### src/shared/delay_glide_regs.svh
// Register offsets, field positions, reset values and timing counts
`ifndef DELAY_GLIDE_REGS_SVH
`define DELAY_GLIDE_REGS_SVH

`define ADDR_MODE           4'h0
`define ADDR_DELAY_CTRL     4'h1
`define ADDR_COARSE_TARGET  4'h2
`define ADDR_FINE           4'h3
`define ADDR_STATUS         4'h4
`define ADDR_COARSE_ACTIVE  4'h5

`define MODE_SINGLE_BIT     0
`define CTRL_INVERT_BIT     0
`define CTRL_GLIDE_EN_BIT   1
`define CTRL_GLIDE_FAST_BIT 2
`define STAT_BUSY_BIT       0

`define CODE_RESET          8'h00
`define GLIDE_PERIOD_CYC    384
`define GLIDE_SLOW_STEP     8'h01
`define GLIDE_FAST_STEP     8'h04

`endif

### src/shared/delay_glide_pkg.sv
// Types shared by the aperture delay control block
package delay_glide_pkg;
	typedef logic [7:0] code_t;
	typedef logic [3:0] addr_t;
	typedef enum logic [1:0]
	{
		ST_IDLE  = 2'b01,
		ST_GLIDE = 2'b10
	} glide_state_e;
endpackage : delay_glide_pkg

### src/verilog/glide_tick.sv
// Divider giving a one-cycle enable every glide period
`timescale 1ns/1ps
`default_nettype none
module glide_tick #(
	parameter int PERIOD = 384
) (
	// Clock and reset
	input  wire logic i_clock,
	input  wire logic i_reset,
	// Control
	input  wire logic i_restart,
	output logic      o_tick
);
	localparam int W = $clog2(PERIOD);
	logic [W-1:0] count_reg;
	logic [W-1:0] count_next;
	logic         tick_reg;
	logic         tick_next;

	always_comb
	begin
		count_next = count_reg + 1'b1;
		tick_next = 1'b0;
		if (i_restart)
			count_next = '0;
		else if (count_reg == W'(PERIOD - 1))
		begin
			count_next = '0;
			tick_next = 1'b1;
		end
	end

	always_ff @(posedge i_clock)
	begin
		if (i_reset)
		begin
			count_reg <= '0;
			tick_reg <= 1'b0;
		end
		else
		begin
			count_reg <= count_next;
			tick_reg <= tick_next;
		end
	end

	assign o_tick = tick_reg;
endmodule : glide_tick
`default_nettype wire

### src/verilog/aperture_delay_ramp_ctrl.sv
// Aperture delay, edge use and coarse glide control
`timescale 1ns/1ps
`default_nettype none
`include "delay_glide_regs.svh"

// Overview of operation
// (RQ1) Dual-channel mode samples on the rising edge only, once per clock.
// (RQ2) Single-channel mode samples on both edges, twice per clock.
// (RQ3) The invert select flips the device clock, a half-period delay.
// (RQ4) Coarse and fine delays are 8-bit codes with 256 settings each.
// (RQ5) Invert, coarse and fine settings act independently and together.
// (RQ6) All internal clocks follow the same delay settings as sampling.
// (RQ7) Delays may change live; gliding is advised to protect the link.
// (RQ8) With glide enabled the active coarse code steps toward the target.
// (RQ9) Glide speed is one step or four steps per 384 clock cycles.
// (RQ10) Each coarse write while gliding starts a new glide to that value.
// (RQ11) A periodic SYSREF runs at the multiframe or multiblock rate.
// (RQ12) SYSREF may come as a single pulse or as a periodic clock.
// (RQ13) SYSREF is captured on a fixed clock edge with setup and hold met.
// (RQ14) Without glide a coarse write applies at once; glides never overshoot.
// (RQ15) The glide moves up or down and clips its last step to the gap.
module aperture_delay_ramp_ctrl
#(
	parameter int GLIDE_PERIOD = `GLIDE_PERIOD_CYC
) (
	// Clock and reset
	input  wire logic                  i_clock,
	input  wire logic                  i_reset,
	// Register port
	input  wire delay_glide_pkg::addr_t i_addr,
	input  wire logic [7:0]            i_wdata,
	input  wire logic                  i_write,
	input  wire logic                  i_read,
	output logic [7:0]                 o_rdata,
	// SYSREF from pin
	input  wire logic                  i_sysref,
	// Delay controls to clock path
	output logic                       o_clock_invert_sel,
	output delay_glide_pkg::code_t     o_delay_coarse_code,
	output delay_glide_pkg::code_t     o_delay_fine_code,
	// Sampling edge use
	output logic                       o_sample_rise_en,
	output logic                       o_sample_fall_en,
	// Status
	output logic                       o_glide_busy,
	output logic                       o_sysref_capture
);
	import delay_glide_pkg::*;

	logic         single_mode_reg;
	logic         single_mode_next;
	logic         invert_reg;
	logic         invert_next;
	logic         glide_en_reg;
	logic         glide_en_next;
	logic         glide_fast_reg;
	logic         glide_fast_next;
	code_t        target_reg;
	code_t        target_next;
	code_t        fine_reg;
	code_t        fine_next;
	code_t        active_reg;
	code_t        active_next;
	glide_state_e state_reg;
	glide_state_e state_next;
	logic [7:0]   rdata_reg;
	logic [7:0]   rdata_next;
	logic         rise_reg;
	logic         rise_next;
	logic         fall_reg;
	logic         fall_next;
	logic         sysref_meta_reg;
	logic         sysref_sync_reg;
	logic         sysref_cap_reg;
	logic         tick;
	logic         coarse_write;

	// One step toward target, clipped to the remaining gap
	function automatic code_t step_toward(input code_t cur, input code_t tgt,
		input code_t step);
		code_t gap;
		gap = (tgt > cur) ? code_t'(tgt - cur) : code_t'(cur - tgt);
		if (gap < step)
			step_toward = tgt;
		else if (tgt > cur)
			step_toward = code_t'(cur + step);
		else
			step_toward = code_t'(cur - step);
	endfunction : step_toward

	assign coarse_write = i_write && (i_addr == `ADDR_COARSE_TARGET);

	// Period restarts on each new target so every step spans a full period
	glide_tick #(
		.PERIOD (GLIDE_PERIOD)
	) u_tick (
		.i_clock   (i_clock),
		.i_reset   (i_reset),
		.i_restart (coarse_write),
		.o_tick    (tick)
	);

	// Register writes and reads
	always_comb
	begin
		single_mode_next = single_mode_reg;
		invert_next = invert_reg;
		glide_en_next = glide_en_reg;
		glide_fast_next = glide_fast_reg;
		target_next = target_reg;
		fine_next = fine_reg;
		// Read data stands one cycle, zero otherwise
		rdata_next = 8'h00;
		// (RQ7) live delay writes
		if (i_write)
		begin
			unique case (i_addr)
				`ADDR_MODE:
					single_mode_next = i_wdata[`MODE_SINGLE_BIT];
				`ADDR_DELAY_CTRL:
				begin
					// (RQ5) independent fields
					invert_next = i_wdata[`CTRL_INVERT_BIT];
					glide_en_next = i_wdata[`CTRL_GLIDE_EN_BIT];
					glide_fast_next = i_wdata[`CTRL_GLIDE_FAST_BIT];
				end
				`ADDR_COARSE_TARGET:
					target_next = i_wdata;
				`ADDR_FINE:
					fine_next = i_wdata;
				default:
					;
			endcase
		end
		if (i_read)
		begin
			unique case (i_addr)
				`ADDR_MODE:
					rdata_next = {7'h00, single_mode_reg};
				`ADDR_DELAY_CTRL:
					rdata_next = {5'h00, glide_fast_reg, glide_en_reg,
						invert_reg};
				`ADDR_COARSE_TARGET:
					rdata_next = target_reg;
				`ADDR_FINE:
					rdata_next = fine_reg;
				`ADDR_STATUS:
					rdata_next = {7'h00, state_reg == ST_GLIDE};
				`ADDR_COARSE_ACTIVE:
					rdata_next = active_reg;
				default:
					rdata_next = 8'h00;
			endcase
		end
	end

	// Glide engine
	always_comb
	begin
		active_next = active_reg;
		state_next = state_reg;
		unique case (state_reg)
			ST_IDLE:
			begin
				if (coarse_write)
				begin
					// (RQ14) direct apply when off
					if (!glide_en_reg)
						active_next = i_wdata;
					// (RQ10) new glide per write
					else if (i_wdata != active_reg)
						state_next = ST_GLIDE;
				end
			end
			ST_GLIDE:
			begin
				// Coarse write with glide off mid-glide: jump and stop
				if (coarse_write && !glide_en_reg)
				begin
					active_next = i_wdata;
					state_next = ST_IDLE;
				end
				// A retarget skips this tick; the period restarts
				else if (tick && !coarse_write)
				begin
					// (RQ8) (RQ9) (RQ15) step per period
					active_next = step_toward(active_reg, target_reg,
						glide_fast_reg ? `GLIDE_FAST_STEP : `GLIDE_SLOW_STEP);
					// (RQ14) stop exactly at target
					if (active_next == target_reg)
						state_next = ST_IDLE;
				end
			end
			default:
				state_next = ST_IDLE;
		endcase
	end

	// Edge use per channel mode
	// Registered, so a mode write shows two cycles on
	always_comb
	begin
		// (RQ1) rising edge always
		rise_next = 1'b1;
		// (RQ2) falling edge too in single mode
		fall_next = single_mode_reg;
	end

	always_ff @(posedge i_clock)
	begin
		if (i_reset)
		begin
			single_mode_reg <= 1'b0;
			invert_reg <= 1'b0;
			glide_en_reg <= 1'b0;
			glide_fast_reg <= 1'b0;
			target_reg <= `CODE_RESET;
			fine_reg <= `CODE_RESET;
			active_reg <= `CODE_RESET;
			state_reg <= ST_IDLE;
			rdata_reg <= 8'h00;
			rise_reg <= 1'b0;
			fall_reg <= 1'b0;
		end
		else
		begin
			single_mode_reg <= single_mode_next;
			invert_reg <= invert_next;
			glide_en_reg <= glide_en_next;
			glide_fast_reg <= glide_fast_next;
			target_reg <= target_next;
			fine_reg <= fine_next;
			active_reg <= active_next;
			state_reg <= state_next;
			rdata_reg <= rdata_next;
			rise_reg <= rise_next;
			fall_reg <= fall_next;
		end
	end

	// (RQ13) SYSREF synchronised, captured on rising edge
	always_ff @(posedge i_clock)
	begin
		if (i_reset)
		begin
			sysref_meta_reg <= 1'b0;
			sysref_sync_reg <= 1'b0;
			sysref_cap_reg <= 1'b0;
		end
		else
		begin
			sysref_meta_reg <= i_sysref;
			sysref_sync_reg <= sysref_meta_reg;
			// (RQ12) pulse or periodic both flagged per rising edge
			sysref_cap_reg <= sysref_sync_reg;
		end
	end

	// (RQ3) (RQ4) (RQ6) one delay set drives every clock
	assign o_clock_invert_sel = invert_reg;
	assign o_delay_coarse_code = active_reg;
	assign o_delay_fine_code = fine_reg;
	assign o_sample_rise_en = rise_reg;
	assign o_sample_fall_en = fall_reg;
	// One-hot code: the glide bit is the busy flop
	assign o_glide_busy = state_reg[1];
	assign o_sysref_capture = sysref_cap_reg;
	assign o_rdata = rdata_reg;
endmodule : aperture_delay_ramp_ctrl
`default_nettype wire

### config.mk
export PLATFORM = sky130hd
export DESIGN_NAME = aperture_delay_ramp_ctrl
export DESIGN_NICKNAME = d
export VERILOG_FILES = /design/src/shared/delay_glide_pkg.sv /design/src/verilog/glide_tick.sv /design/src/verilog/aperture_delay_ramp_ctrl.sv
export VERILOG_INCLUDE_DIRS = /design/src /design/src/shared
export SDC_FILE = /design/constraint.sdc
export NUM_CORES = 1
export LEC_CHECK = 0
export CAP_MARGIN = 25
export CORE_MARGIN = 3
export CORE_UTILIZATION = 55
export CTS_CLUSTER_SIZE = 30
export DETAILED_ROUTE_END_ITERATION = 8
export DONT_BUFFER_PORTS = 1
export PLACE_DENSITY_LB_ADDON = 0.05
export SYNTH_ARGS = -nofsm -noshare
export SYNTH_HDL_FRONTEND = slang
export SYNTH_SLANG_ARGS = --single-unit
export TNS_END_PERCENT = 20
### constraint.sdc
create_clock -name i_clock -period 5.4 [get_ports i_clock]
set_clock_uncertainty 0.05 [all_clocks]
set_input_delay 0 -clock i_clock [delete_from_list [all_inputs] [get_ports i_clock]]
set_output_delay 0 -clock i_clock [all_outputs]
set_load 0.005 [all_outputs]
==> impl_results.md <==
- Post-CTS Repair Setup Buffers: 0
- Non-Filler Instances: 550
- CP required: 5.61 ns
- Worst-path maximum fanout: 14
- Register area share after synthesis: about 29%
- PD cells: 216 mW/mm^2
- Initial core utilization: between 50 and 60%
- Synth cell types: 59
- Design area: 0.00403 sq mm
- Setup TNS: 0 ns
- H-tree Lvls: 2
- Slew margin rel.: 52.3%
- Leak Pwr: 1.58 nW
- FF-to-FF End: o_delay_coarse_code[0]
- Worst Tran Pin Value: 0.714 ns
- Synth Instances: 461
- Seq. cell area: ~0.0011 sq mm
- RSZ-0062 raised after global routing: no
- Min cycle time layout: roughly 4.6 ns
- Post-synth EDFFs: 0
- Placed Cells incl. Taps: 518
- Residual DRC: 0
- Drt pass-1 iters: 5
- Hold Crit Start: i_addr[0]
- Clk buf depth: 2
- Flop2flop setup slack: about 0.82 ns
- Layout cells sized above 1: 5.71%
- Main synth FF type: dfxtp_1
- Antenna Violating Nets Remaining: 0
- YS warnings: 0
- Max reg flops: 9
- Crit path launch type: register
- Crit end category: register
- Cells along the critical path: inv_1 > ha_1 > and3_1 > nand4_2 > a21boi_4 > inv_1 > a2111oi_0 > a221oi_2 > xnor2_1 > nor3_4 > mux2i_1 > a221oi_2 > dlygate4sd3_1
- IO Count: 46
- Detail-routed via count per cell: 6.25
- Ant diodes: 0
- Kind of critical path: register to register
- Die width: 87.9 um
- Total grt overflow: 0
- Largest net degree at the start of global routing: 38
- Synth top area share: 28.8%
- Row Count: 29
- PortBufs: 0
- Multi-input gate area: 0.00242 sq mm
- Max Fclk: 218 MHz
- Crit-path slowest cell: ha_1
- Fill count: 555
- VDD IR max: 0.165 mV
- Max-slew violations: 0
- Placer Congestion: 0.915
- Min-Delay Path Depth: 3
- Initial antenna violation count: 0
- Async SR Flop Fraction: 0%
- Net Count, Synth: 507
- Die height: 87.9 um
- Yosys top cell by area: dfxtp_1
- Vias in the first global route: a little over 3,000
- Iter 0 DRT Violations: 296
- Max cap viols: 0
- Post-CTS sizing: 0
- CP top delay family: compound AO/OA/AOI/OAI gates
- Clk slew on worst S/H paths: 0.10 ns
- Cell chosen for the clock root: clkbuf_8
- Nets: 518
- P&R area growth vs syn: 9.44%
- Hold Path Sink: o_rdata[2]
- CP max stage delay: 0.59 ns
- Min Hold Slack: 0.00164 ns
- Yosys reg bits: 53
- Hold Crit Class: input port to register
- Die area: 0.00772 sq mm
- Clock latency on the worst-skew pair: just over 0.3 ns
- Synthesized area per cell: between 7 and 8 sq um
- Total GRT Usage: 26.7%
- R2R cell count: 13
- CTS tree: built
- RR Startpoint: o_delay_coarse_code[4]
- Clk sinks: 53
- Crit path buf inv count: 3
- Final worst-path cycle share: between 80% and 90%
- Status: finished, final reports clean
- Wire per inst: 18.5 um
- Placed cell area: around 0.0037 sq mm
- Post-Route WL: 10,200 um
- Detail Placement HPWL: 7050 um
- Final setup fails: 0
- Cell Area, Synth: between 0.003 and 0.004 sq mm
- Core area: ~0.0064 sq mm
- Inserted Clock Buffers: 5
- Final Hold Viols: 0
- First-pass GRT wire length: 16,300 um
- Vias: 3,435
- Area contributors post-synth: dfxtp_1, ha_1, a21oi_1
- Worst Path Arrival: 4.79 ns
==> timing repair <==
item / 4_1_cts / 5_1_grt
setup endpoints to repair: 0 / 0
hold endpoints to repair: 46 / 0
hold buffers: 24 / 0
==> power by group <==
group	leakage (nW)	switching, W	internal (W)	total (W)
clock	0.0374	0.000133	0.0000917	0.000224
sequential	0.429	0.00000842	0.000397	0.000405
combinational	1.11	0.000135	0.000108	0.000243
==> per-layer routing <==
layer  GRT usage (%)  vias up  share of wire, %
met5               0        -                 0
met4            5.44        0               1.3
met3            5.27       17               7.4
met2            39.9      152                44
met1            39.9     1622                47
li1                -     1644                 -
==> kinds of logic (layout without fill, tap and decap cells) <==
family / Yosys count / count (layout) / share of synthesized area [%]
and+or+nand+nor: 166 / 166 / 21.6
AOI/OAI and AO/OA: 107 / 107 / 19.2
DFF: 53 / 53 / 28.8
buffers and inverters: 51 / 63 / 5.50
xor gates and xnor gates: 31 / 31 / 7.37
adders and majority gates: 29 / 29 / 10.5
muxes: 24 / 24 / 7.06
==> layout by cell type (no fill, tap or decap), types with 2 or more instances in the layout <==
cell,count
o22a_1,2
a211o_1,2
and3_1,10
nand2_1,44
mux2i_1,20
nand4b_1,2
fa_1,3
xnor2_1,20
nand3_1,17
o21a_1,3
a221oi_2,2
nor3b_1,2
o221a_2,2
nor4_1,2
clkinvlp_4,2
a21oi_1,46
a2111oi_0,2
a21o_1,2
or2_2,2
a31oi_1,2
inv_1,31
dfxtp_1,53
mux2_2,2
nand2b_1,6
or3b_2,2
xor2_1,11
o22ai_1,6
o21ai_0,13
nor2_1,55
ha_1,26
dlygate4sd3_1,23
nor2b_1,4
clkbuf_8,5
nand4_1,7
a211oi_1,6
nor3_1,7
a22oi_1,6
==> synthesized netlist by cell type (all sizes together), types with 3 or more instances <==
cell    number
nor2        55
dfxtp       53
a21oi       47
nand2       44
inv         31
ha          26
mux2i       20
xnor2       20
nand3       17
clkbuf      15
o21ai       14
xor2        11
and3        10
nand4        8
nor3         8
a211oi       6
a22oi        6
nand2b       6
o22ai        6
buf          5
nor2b        4
a21o         3
fa           3
mux2         3
o21a         3
==> metrics by stage <==
| step | setup WS, ns | power (W) | utilization (%) |
|---|---|---|---|
| detailed placement | 1.08 | 0.000629 | 57.5 |
| global placement | 1.28 | 0.000628 | 57.5 |
| floorplan | 1.71 | 0.000600 | - |
| global route | 0.517 | 0.000914 | 62.8 |
| CTS | 0.859 | 0.000871 | 62.8 |
| finish | 0.818 | 0.000872 | 62.8 |
==> cell type report <==
| type | count | share of cell area, % |
|---|---|---|
| clock buffer | 6 | 1.80 |
| timing repair buffer | 24 | 6.21 |
| inverter | 31 | 2.89 |
| multi-input combinational | 357 | 60.0 |
| sequential | 53 | 26.3 |
| tap | 77 | 2.39 |
| clock inverter | 2 | 0.372 |
==> worst min-delay path, stage by stage <==
cell and delay [ns]:
mux2i_1 0.14, o22a_1 0.15, nor2_1 0.04
==> how the worst max path moves through the flow <==
stage                                      start                      to  slack (ns)  cells past startpoint
after floorplan           o_delay_coarse_code[1]            state_reg[1]        1.71                     17
after global placement    o_delay_coarse_code[4]            state_reg[1]        1.28                     16
after detailed placement  o_delay_coarse_code[4]            state_reg[1]        1.08                     16
after CTS                 o_delay_coarse_code[4]  o_delay_coarse_code[0]        0.86                     13
after global routing      o_delay_coarse_code[4]            state_reg[1]        0.52                     16
final                     o_delay_coarse_code[4]  o_delay_coarse_code[0]        0.82                     13
(Power assumes the default switching activity.)
